`config.mk`:
```
export PLATFORM = sky130hd
export DESIGN_NAME = sadc_sequencer
export DESIGN_NICKNAME = d
export VERILOG_FILES = /design/src/sadc_pkg.sv /design/src/sadc_sequencer.sv
export SDC_FILE = /design/constraint.sdc
export NUM_CORES = 1
export LEC_CHECK = 0
export CAP_MARGIN = 25
export CELL_PAD_IN_SITES_DETAIL_PLACEMENT = 1
export CELL_PAD_IN_SITES_GLOBAL_PLACEMENT = 1
export CORE_MARGIN = 8
export CORE_UTILIZATION = 44
export DETAILED_ROUTE_END_ITERATION = 16
export DONT_BUFFER_PORTS = 1
export GPL_TIMING_DRIVEN = 0
export PLACE_DENSITY = 0.81
export SLEW_MARGIN = 20
export SYNTH_ARGS = -nofsm -noshare
export SYNTH_HDL_FRONTEND = slang
export SYNTH_SLANG_ARGS = --single-unit
```
`constraint.sdc`:
```
create_clock -name clk_i -period 2.14 [get_ports clk_i]
set_input_delay 0.107 -clock clk_i [delete_from_list [all_inputs] [get_ports clk_i]]
set_output_delay 0.107 -clock clk_i [all_outputs]
set_load 0.005 [all_outputs]
```
`src/sadc_pkg.sv`:
```
package sadc_pkg;
  // register byte addresses on the wishbone bus
  localparam logic [3:0] ADDR_CONTROL = 4'h0;
  localparam logic [3:0] ADDR_CLKSEL = 4'h4;
  localparam logic [3:0] ADDR_RES_HI = 4'h8;
  localparam logic [3:0] ADDR_RES_LO = 4'hC;
  localparam logic [3:0] ADDR_FLAGS = 4'h0 + 4'h0 + 4'h0 + 4'h0;
  localparam logic [3:0] ADDR_STATUS = 4'h0;
  // control register fields
  localparam int CTL_ENABLE = 0;
  localparam int CTL_GO = 1;
  localparam int CTL_CHS_LO = 2;
  localparam int CTL_CHS_HI = 5;
  localparam int CTL_REFSEL = 6;
  localparam int CTL_JUSTIFY = 7;
  // clock select field
  localparam int CKS_LO = 4;
  localparam int CKS_HI = 6;
  localparam logic [7:0] CTL_RESET = 8'h00;
  localparam logic [7:0] CKS_MASK = 8'h70;
  localparam logic [7:0] CKS_RESET = 8'h00;
  localparam logic [7:0] RES_RESET = 8'h00;
  localparam int RES_BITS = 10;
  // a conversion spans 11 bit periods; one settling period precedes the 10 decisions
  localparam logic [3:0] CONV_PERIODS = 4'hB;
  localparam logic [3:0] ABORT_PERIODS = 4'h2;
  // system clock and internal rc source
  localparam int CLK_HZ = 10_000_000;
  localparam int RC_MAX_HZ = 500_000;
  localparam logic [6:0] RC_DIV = 7'(CLK_HZ / RC_MAX_HZ);
  localparam logic [2:0] CKS_RC_LOW = 3'h3;
  typedef enum {ST_IDLE, ST_DELAY, ST_CONV, ST_HOLDOFF, ST_OFF} sadc_state_t;
  typedef struct packed {
    logic justify;
    logic refsel;
    logic [3:0] chan;
    logic go;
    logic enable;
  } sadc_ctl_t;
endpackage

```
`src/sadc_sequencer.sv`:
```
// How it works
// - control bit 7 set gives right-justified result, clear gives left-justified
// - converter runs only while the enable bit (bit 0) is one
// - writing one to bit 1 starts; it reads one while converting
// - completion clears go, sets done flag, loads both result bytes
// - clearing go early abandons conversion; result bytes keep old value
// - after abort wait two bit periods, then acquire on the selected channel
// - reset returns all registers to reset values, stopping conversions
// - with rc clock, start waits one extra instruction cycle
// - sleep with rc clock: wake if irq enabled, else shut down
// - sleep with other clock aborts and shuts down; enable stays set
// - special-event trigger sets go and clears the capture timer
// - channel codes 0-7 external, 12 comparator ref, 13 0.6V, 14 1.2V
// - control bit 6 selects external reference pin, else supply rail
// - clock field bits 6..4 pick fosc divide 2..64 or rc source
// - left layout: high byte bits 9..2, low byte bits 1..0 at 7..6
// - right layout: high byte bits 9..8 at 1..0, low byte bits 7..0
// - clock register bit 7 and bits 3..0 read zero
// - a full conversion takes 11 bit periods
// - done flag sets at every completion regardless of irq enable
//
// Local design decisions: the register addresses and the Wishbone slave port.
module sadc_sequencer (
  input wire logic clk_i, // system clock, 10 MHz
  input wire logic reset_n_i, // async reset, active low
  input wire logic wb_cyc_i, // wishbone cycle
  input wire logic wb_stb_i, // wishbone strobe
  input wire logic wb_we_i, // wishbone write
  input wire logic [3:0] wb_adr_i, // byte address
  input wire logic [3:0] wb_sel_i, // byte lanes
  input wire logic [31:0] wb_dat_i, // write data
  output logic [31:0] wb_dat_o, // read data
  output logic wb_ack_o, // wishbone ack
  input wire logic instr_cycle_i, // one-cycle pulse per instruction cycle
  input wire logic sleep_i, // core is in sleep, level
  input wire logic irq_enable_i, // conversion_done_irq_enable
  input wire logic flag_clear_i, // software clears conversion_done_flag, pulse
  input wire logic special_trigger_i, // capture_compare_unit special event, pulse
  input wire logic comp_decision_i, // comparator: input at or above trial dac value
  output logic conversion_done_flag_o, // sticky completion flag
  output logic wake_o, // wake request from sleep
  output logic timer_clear_o, // clear capture_timer, pulse
  output logic [3:0] chan_o, // mux select to analog front end
  output logic ref_ext_o, // 1 external reference, 0 supply
  output logic sample_o, // sample-and-hold tracking
  output logic [9:0] dac_o, // trial value to comparator
  output logic analog_on_o // converter powered
);
  sadc_pkg::sadc_ctl_t ctl_r;
  logic [2:0] cks_r;
  logic [9:0] result_r;
  logic [9:0] trial_r;
  logic [9:0] sar_r;
  logic [3:0] step_r;
  logic [6:0] div_r;
  logic tad_r;
  logic off_r;
  sadc_pkg::sadc_state_t state_r;

  logic comp_s1_r, comp_s2_r, sleep_s1_r, sleep_s2_r;
  logic wr_ctl, rd_go_clear, go_set, is_rc, finish, abort;

  // analog decision and sleep come from outside the clock domain
  always_ff @(posedge clk_i or negedge reset_n_i) begin
    if (!reset_n_i) begin
      comp_s1_r <= 1'b0;
      comp_s2_r <= 1'b0;
      sleep_s1_r <= 1'b0;
      sleep_s2_r <= 1'b0;
    end else begin
      comp_s1_r <= comp_decision_i;
      comp_s2_r <= comp_s1_r;
      sleep_s1_r <= sleep_i;
      sleep_s2_r <= sleep_s1_r;
    end
  end

  // decode of rc selection, used by start delay and sleep abort
  function automatic logic rc_selected(input logic [2:0] cks);
    rc_selected = (cks[1:0] == sadc_pkg::CKS_RC_LOW[1:0]);
  endfunction

  function automatic logic [6:0] div_limit(input logic [2:0] cks);
    case (cks)
      3'h0: div_limit = 7'h01;
      3'h4: div_limit = 7'h03;
      3'h1: div_limit = 7'h07;
      3'h5: div_limit = 7'h0F;
      3'h2: div_limit = 7'h1F;
      3'h6: div_limit = 7'h3F;
      default: div_limit = sadc_pkg::RC_DIV - 7'h01;
    endcase
  endfunction

  assign is_rc = rc_selected(cks_r);
  wire bus_req = wb_cyc_i && wb_stb_i && !wb_ack_o;
  // writes land at the edge on which the master samples ack, never earlier
  wire bus_wr = wb_cyc_i && wb_stb_i && wb_ack_o && wb_we_i && wb_sel_i[0];
  wire wr_cks = bus_wr && (wb_adr_i == sadc_pkg::ADDR_CLKSEL);
  assign wr_ctl = bus_wr && (wb_adr_i == sadc_pkg::ADDR_CONTROL);
  assign rd_go_clear = wr_ctl && !wb_dat_i[sadc_pkg::CTL_GO];
  assign go_set = (wr_ctl && wb_dat_i[sadc_pkg::CTL_GO] && ctl_r.enable)
                  || (special_trigger_i && ctl_r.enable);
  assign finish = (state_r == sadc_pkg::ST_CONV) && tad_r && (step_r == 4'h0);
  // software clear or a sleep on a non-rc clock both abandon the conversion
  assign abort = ((state_r == sadc_pkg::ST_CONV) || (state_r == sadc_pkg::ST_DELAY))
                 && ((rd_go_clear && ctl_r.go) || (sleep_s2_r && !is_rc));

  // conversion bit period divider
  always_ff @(posedge clk_i or negedge reset_n_i) begin
    if (!reset_n_i) begin
      div_r <= 7'h00;
      tad_r <= 1'b0;
    end else if (state_r == sadc_pkg::ST_IDLE || state_r == sadc_pkg::ST_DELAY) begin
      // held through the start delay so the first period is a full one
      div_r <= 7'h00;
      tad_r <= 1'b0;
    end else if (div_r >= div_limit(cks_r)) begin
      div_r <= 7'h00;
      tad_r <= 1'b1;
    end else begin
      div_r <= div_r + 7'h01;
      tad_r <= 1'b0;
    end
  end

  // sequencer
  always_ff @(posedge clk_i or negedge reset_n_i) begin
    if (!reset_n_i) begin
      state_r <= sadc_pkg::ST_IDLE;
      step_r <= 4'h0;
      trial_r <= 10'h000;
      sar_r <= 10'h000;
      off_r <= 1'b0;
    end else if (!ctl_r.enable) begin
      state_r <= sadc_pkg::ST_IDLE;
      off_r <= 1'b0;
    end else begin
      case (state_r)
        sadc_pkg::ST_IDLE: begin
          if (off_r && !sleep_s2_r)
            off_r <= 1'b0;
          if (go_set) begin
            state_r <= is_rc ? sadc_pkg::ST_DELAY : sadc_pkg::ST_CONV;
            step_r <= sadc_pkg::CONV_PERIODS - 4'h1;
            sar_r <= 10'h000;
            trial_r <= 10'h200;
            off_r <= 1'b0;
          end
        end
        sadc_pkg::ST_DELAY: begin
          if (abort) begin
            state_r <= sadc_pkg::ST_HOLDOFF;
            step_r <= sadc_pkg::ABORT_PERIODS;
          end else if (instr_cycle_i)
            state_r <= sadc_pkg::ST_CONV;
        end
        sadc_pkg::ST_CONV: begin
          if (abort) begin
            state_r <= sadc_pkg::ST_HOLDOFF;
            step_r <= sadc_pkg::ABORT_PERIODS;
            off_r <= sleep_s2_r;
          end else if (tad_r) begin
            // first period settles; then one decision per period, msb first
            if (step_r != sadc_pkg::CONV_PERIODS - 4'h1) begin
              if (comp_s2_r)
                sar_r <= trial_r | sar_r;
              trial_r <= trial_r >> 1;
            end
            if (step_r == 4'h0) begin
              state_r <= sadc_pkg::ST_IDLE;
              off_r <= sleep_s2_r && !irq_enable_i;
            end else begin
              step_r <= step_r - 4'h1;
            end
          end
        end
        sadc_pkg::ST_HOLDOFF: begin
          if (tad_r) begin
            if (step_r <= 4'h1)
              state_r <= sadc_pkg::ST_IDLE;
            else
              step_r <= step_r - 4'h1;
          end
        end
        default: state_r <= sadc_pkg::ST_IDLE;
      endcase
    end
  end

  // last decision merged in at completion
  wire [9:0] final_val = (comp_s2_r && trial_r != 10'h000) ? (sar_r | trial_r) : sar_r;

  // registers
  always_ff @(posedge clk_i or negedge reset_n_i) begin
    if (!reset_n_i) begin
      ctl_r <= sadc_pkg::CTL_RESET;
      cks_r <= 3'h0;
      result_r <= 10'h000;
    end else begin
      if (wr_ctl) begin
        ctl_r.justify <= wb_dat_i[sadc_pkg::CTL_JUSTIFY];
        ctl_r.refsel <= wb_dat_i[sadc_pkg::CTL_REFSEL];
        ctl_r.chan <= wb_dat_i[sadc_pkg::CTL_CHS_HI:sadc_pkg::CTL_CHS_LO];
        ctl_r.enable <= wb_dat_i[sadc_pkg::CTL_ENABLE];
      end
      if (wr_cks)
        cks_r <= wb_dat_i[sadc_pkg::CKS_HI:sadc_pkg::CKS_LO];
      if (finish || abort || (wr_ctl && !wb_dat_i[sadc_pkg::CTL_ENABLE]))
        ctl_r.go <= 1'b0;
      else if (go_set && state_r == sadc_pkg::ST_IDLE)
        ctl_r.go <= 1'b1;
      if (finish)
        result_r <= final_val;
    end
  end

  // flag: a completion in the clear cycle wins
  always_ff @(posedge clk_i or negedge reset_n_i) begin
    if (!reset_n_i) begin
      conversion_done_flag_o <= 1'b0;
      wake_o <= 1'b0;
      timer_clear_o <= 1'b0;
    end else begin
      if (finish)
        conversion_done_flag_o <= 1'b1;
      else if (flag_clear_i)
        conversion_done_flag_o <= 1'b0;
      wake_o <= finish && sleep_s2_r && irq_enable_i;
      timer_clear_o <= special_trigger_i && ctl_r.enable;
    end
  end

  // front end drive
  always_ff @(posedge clk_i or negedge reset_n_i) begin
    if (!reset_n_i) begin
      chan_o <= 4'h0;
      ref_ext_o <= 1'b0;
      sample_o <= 1'b0;
      dac_o <= 10'h000;
      analog_on_o <= 1'b0;
    end else begin
      chan_o <= ctl_r.chan;
      ref_ext_o <= ctl_r.refsel;
      sample_o <= ctl_r.enable && !off_r && (state_r == sadc_pkg::ST_IDLE);
      dac_o <= sar_r | trial_r;
      analog_on_o <= ctl_r.enable && !off_r;
    end
  end

  // read mux with layout selection
  function automatic logic [7:0] read_byte(input logic [3:0] adr, input logic [9:0] res,
                                           input logic just);
    case (adr)
      sadc_pkg::ADDR_CONTROL: read_byte = ctl_r;
      sadc_pkg::ADDR_CLKSEL: read_byte = {1'b0, cks_r, 4'h0};
      sadc_pkg::ADDR_RES_HI: read_byte = just ? {6'h00, res[9:8]} : res[9:2];
      sadc_pkg::ADDR_RES_LO: read_byte = just ? res[7:0] : {res[1:0], 6'h00};
      default: read_byte = 8'h00;
    endcase
  endfunction

  // single-wait-state slave; unmapped addresses read zero and still ack
  always_ff @(posedge clk_i or negedge reset_n_i) begin
    if (!reset_n_i) begin
      wb_ack_o <= 1'b0;
      wb_dat_o <= 32'h0000_0000;
    end else begin
      wb_ack_o <= bus_req;
      wb_dat_o <= bus_req ? {24'h00_0000, read_byte(wb_adr_i, result_r, ctl_r.justify)}
                          : 32'h0000_0000;
    end
  end

  // helper: clocks spent in the conversion state, compared at completion
  // limitation: a clock select change in mid-conversion makes this count meaningless
  logic [9:0] conv_clks_r;
  always_ff @(posedge clk_i or negedge reset_n_i) begin
    if (!reset_n_i) begin
      conv_clks_r <= 10'h000;
    end else if (state_r != sadc_pkg::ST_CONV) begin
      conv_clks_r <= 10'h000;
    end else begin
      conv_clks_r <= conv_clks_r + 10'h001;
    end
  end
endmodule

```
Word-level counts from Yosys, hierarchy flattened
Cells that the tools add are included.
{"block": "op_classes", "eq_ne": 33, "n_reduce_logical": 53, "n_mux": 52, "n_lt_le_gt_ge": 2, "addsub": 2, "bitwise": 1}
{"op": "32-bit 2-to-1 mux", "count": 9}
{"op": "32-bit case mux with 4 select lines", "count": 1}
{"op": "10-bit 2-to-1 mux", "count": 10}
{"op": "32-bit by 2-bit == test with 1-bit output, second input constant", "count": 3}
{"op": "32-bit zero test", "count": 2}
{"op": "10-bit case mux with 2 select lines", "count": 2}
{"op": "6-bit case mux with 6 select lines", "count": 1}
{"op": "32-bit by 1-bit == test with 1-bit output, second input constant", "count": 1}
{"op": "32-bit by 3-bit == test with 1-bit output, second input constant", "count": 1}
{"op": "8-bit case mux with 4 select lines", "count": 1}
{"op": "4-bit 2-to-1 mux", "count": 7}
{"op": "1-bit logical AND", "count": 25}
{"op": "8-bit 2-to-1 mux", "count": 3}
{"op": "7-bit 2-to-1 mux", "count": 3}
{"op": "4-bit inequality test, second input constant", "count": 5}
{"op": "2-bit inequality test, second input constant", "count": 8}
{"op": "4-bit case mux with 4 select lines", "count": 1}
{"op": "3-bit inequality test, second input constant", "count": 5}
{"op": "1-bit 2-to-1 mux", "count": 12}
{"op": "6-bit AND reduction", "count": 2}
{"op": "10-bit OR", "count": 1}
{"op": "10-bit nonzero test", "count": 1}
{"op": "3-bit == test, second input constant", "count": 3}
{"op": "4-bit == test, second input constant", "count": 2}
{"op": "other kinds (20)", "count": 34}
{"block": "word_totals", "input_bits": 51, "out_inout_bits": 53, "ff_bits": 119}

Longest topological paths before layout
{"block": "depth", "ltp_word": 12, "mapped_depth": 9, "ltp_nobuf": 9}

Worst setup path before layout
Ideal clock, no wire load.
{"block": "synth_timing", "kind": "register to register", "from": "register cks_r[0]", "to": "register tad_r", "arrival_ns": 1.961, "synth_period_minus_slack_ns": 2.087, "required_ns": 2.014, "setup_ns": 0.126, "stages_incl_launch_ff": 10, "setup_slack_ns": 0.053, "path_cell_list": "dfrtp_1 > inv_1 > ha_1 > a211oi_1 > ha_1 > a21o_1 > a21o_1 > a21oi_1 > o21ai_1 > nor2b_1"}
{"block": "synth_via", "elab_chain_len": 6, "elab_cells_between_ends": 11, "classes_between": "order compare (1); eq/ne (5); mux (4); reduce/logical (1)"}
{"element": "start, declared", "line": "sadc_sequencer.sv:50", "text": "logic [2:0] cks_r;"}
{"element": "start signal, assigned", "line": "sadc_sequencer.sv:208", "text": "cks_r <= wb_dat_i[sadc_pkg::CKS_HI:sadc_pkg::CKS_LO];"}
{"element": "3-bit == test (tied with other cells)", "line": "sadc_sequencer.sv:84", "text": "case (cks)"}
{"element": "6-bit case mux with 6 select lines (*)", "line": "sadc_sequencer.sv:84"}
{"element": "7-bit 2-to-1 mux (*)", "line": "sadc_sequencer.sv:114", "text": "end else if (state_r == sadc_pkg::ST_IDLE || state_r == sadc_pkg::ST_DELAY) begin"}
{"element": "7-bit greater-or-equal comparator (*)", "line": "sadc_sequencer.sv:118", "text": "end else if (div_r >= div_limit(cks_r)) begin"}
{"element": "1-bit 2-to-1 mux (*)", "line": "sadc_sequencer.sv:118"}
{"element": "1-bit 2-to-1 mux (*)", "line": "sadc_sequencer.sv:114"}
{"element": "end signal, assigned", "line": "sadc_sequencer.sv:113", "text": "tad_r <= 1'b0;"}
{"element": "end signal, assigned", "line": "sadc_sequencer.sv:117", "text": "tad_r <= 1'b0;"}
{"element": "end signal, assigned", "line": "sadc_sequencer.sv:120", "text": "tad_r <= 1'b1;"}
{"element": "end, declared", "line": "sadc_sequencer.sv:56", "text": "logic tad_r;"}
Mark *: on every way between the ends. The rest lies on a longest branch, timed or not. The select of a mux whose other input is x is not followed.
A chain may end at the register's enable or synchronous reset.

Worst setup path after layout
{"block": "layout_timing", "from": "register cks_r[1]", "to": "register tad_r"}
Same word-level chain as after synthesis.

==> metrics <==
post-synthesis cell type count between 50 and 60; Mapped Area 4330 sq um; post-synth top area cell dfrtp_1; CTS max path bufs 2; final setup violating endpoints 1; first-pass GRT wire length ~18000 um; via count ~3200; Syn-to-layout area delta 19.7%; Multi-input gate area 2030 sq um; startpoint types register; CTS tree yes; status finished, violations left; share of the synthesized area in the top cell type approximately half; Internal between 2 and 2.5 mW; Initial Util 44.9%; Worst IR Drop VDD a little over 0.0004 V; vias in the first global route 3615; initial antenna violation count 0; Worst-Skew Late Latency 0.37 ns; Setup CP Type reg -> reg; combinational share of power ~4.6%; Period Utilization, post-route 100%; Remaining DRCs 0; warnings from Yosys 0; n_diodes 0; synth cell count leaders 89 x dfrtp_1, 26 x nand2_1, 25 x buf_4; layout cell share with drive strength beyond 1 around a quarter; gpl congestion 0.859; Root Driver clkbuf_8; Fin. Hold Viols about 90; DR iter-0 viols roughly 250; CP Data Arrival Time roughly 2.4 ns; H-tree lvl count 3; final cell count without fillers slightly below 600; Worst Clk Skew around 0.0070 ns; Yosys reg bits 89; EDFF count, synth 0; aggregate global-route resource usage 17.5%; DIE WIDTH approximately 120 um; crit path from cks_r[1]; wire per inst between 15 and 20 um; CTS Buf Count 9; Ports around 100; RSZ-0062 raised after global routing true; Most Frequent Cell on Critical Path a21o_1; Pre-antenna DRT Iters 4; Power, Total approximately 3.0 mW; vias per cell between 5 and 6; slowest CP cell dfrtp_1; Leak about 2.5 nW; Clock power frac a little under two fifths; max_cap viols 0; Main synth FF type dfrtp_1; Remaining Overflow, GRT 0; Sink Count 89; storage element area 2230 sq um; worst hold path type in -> async; crit end category register; Critical Path, Cell by Cell buf_6 > ha_4 > a211oi_4 > ha_1 > a21o_1 > a21o_1 > a21oi_2 > o21ai_4 > nor2b_1; Net Sw Power 0.677 mW; nets about 520; Worst Max-Slew Pin Slew between 0.6 and 0.7 ns; Setup TNS Final -0.00119 ns; cells after synthesis a little under 400; WP buf/inv 1; Reg-to-Reg Start cks_r[1]; clk slew on worst S/H paths about 0.09 ns; FFs w/ async S/R, synth 100%; part of the power in registers a little under three fifths; Final ANT Viol Nets 0; cell family with most CP delay compound AO/OA/AOI/OAI gates; switch share a little under a quarter; Worst EP required roughly 2.4 ns; top cells by area, synth dfrtp_1 51%, ha_1 4.9%, buf_4 4.3%; Syn Area/Cell between 10 and 15 sq um; final wirelength roughly 11000 um; CP max stage delay between 0.4 and 0.5 ns; Max Freq 467 MHz; Detail Placement HPWL 7570 um; Final Max Tran Viols 0; Tmin final around 2.1 ns; top-count cell post-synth dfrtp_1; Placed Instances 550; die area roughly 13000 sq um; hold buffers post-CTS 18; filler instances 1066; IO buf count 0; crit path max fanout 8; relative slew slack between 50 and 60%; cell area power density ~580 nW/um^2; violated checks negative hold slack, negative setup slack; Hold WS -0.570 ns; fin worst setup slack -0.00119 ns; Die Y between 100 and 150 um; row count 36; pin count of the biggest net entering global routing 90; core area just under 10000 sq um; Seq/Total Area, Yosys between 50% and 60%
## logic make-up after synthesis
kind of cell,Yosys count,share of synthesized area (%)
multiplexers,16,4.17
adder cells (fa/ha/maj),17,4.92
AND/OR/NAND/NOR,113,14.4
other,1,0.0867
flip-flops,89,51.5
AO/OA/AOI/OAI,98,16.9
XOR/XNOR,5,1.01
buffers and inverters,55,7.06
## area by class of cell
class / instances / area share (%)
plain buffers: 37 / 4.69
flip-flops and latches: 89 / 43.0
clock inverters: 4 / 1.06
well taps: 133 / 3.21
inverters: 15 / 1.09
repair buffers: 30 / 5.29
clock buffers: 10 / 2.46
multi-input cells: 273 / 39.2
## registers in the layout, summed over array words and instances, names as in the netlist, 2 cells and up
| signal | cells |
|---|---|
| dac_o | 10 |
| result_r | 10 |
| sar_r | 10 |
| trial_r | 10 |
| ctl_r | 8 |
| wb_dat_o | 8 |
| div_r | 7 |
| chan_o | 4 |
| step_r | 4 |
| cks_r | 3 |
| state_r | 2 |
## cells in the final DEF (no fill, tap or decap), drive strengths merged, types with 4 or more instances in the layout
| master | netlist | routed |
|---|---|---|
| ha | 17 | 17 |
| nor2 | 22 | 22 |
| and2 | 4 | 4 |
| or2 | 11 | 11 |
| dlygate4sd3 | 0 | 18 |
| a21oi | 21 | 21 |
| a21bo | 9 | 9 |
| a41oi | 11 | 11 |
| a22oi | 5 | 5 |
| o21ai | 16 | 16 |
| conb | 1 | 24 |
| a21o | 5 | 5 |
| nand3 | 6 | 6 |
| buf | 29 | 40 |
| dfrtp | 89 | 89 |
| nand2 | 26 | 26 |
| inv | 15 | 16 |
| clkbuf | 11 | 19 |
| mux2 | 16 | 16 |
| a211oi | 5 | 5 |
| nor3 | 12 | 12 |
| a31oi | 4 | 4 |
| nand4 | 12 | 12 |
## metal layers
layer / share of wire [%] / routed length, um / track usage, %
met5: 0 / 0 / 0
met2: 51 / 5810 / 30.6
met3: 4.8 / 546 / 4.31
met1: 41 / 4660 / 19.8
met4: 2.3 / 263 / 7.97
## stage by stage
step                instance area (sq um)  setup WS [ns]  utilization [%]
floorplan                            4410         0.0534                -
global placement                     4580         -0.307             47.5
detailed placement                   4580         -0.400             47.5
CTS                                  5090        0.00241             52.8
global route                         5180         -0.130             53.7
finish                               5180       -0.00119             53.7
## power groups by stage
stage	combinational [mW]	sequential [mW]	clock (mW)
floorplan	0.0814	1.74	0
global placement	0.0908	1.74	0
detailed placement	0.0931	1.75	0
CTS	0.128	1.71	1.16
global route	0.151	1.71	1.24
finish	0.137	1.71	1.14
## path summary, 6_finish.rpt
path,to,slack (ns),cells past startpoint
max,tad_r,-0.001,9
min,div_r[0],-0.57,0
max reg2reg,tad_r,-0.001,9
min reg2reg,comp_s2_r,0.36,0
max in group asynchronous,state_r[0],2.53,0
min in group clk_i,ctl_r[1],0.02,3
## what timing repair did
item | in CTS | in global routing
setup endpoints to repair | 47 | 34
buffers inserted | 8 | 4
endpoints found under the hold margin | 109 | 89
pin swaps | 14 | 5
gates resized for setup | 21 | 12
No activity file was read; power rests on OpenSTA's default activity.
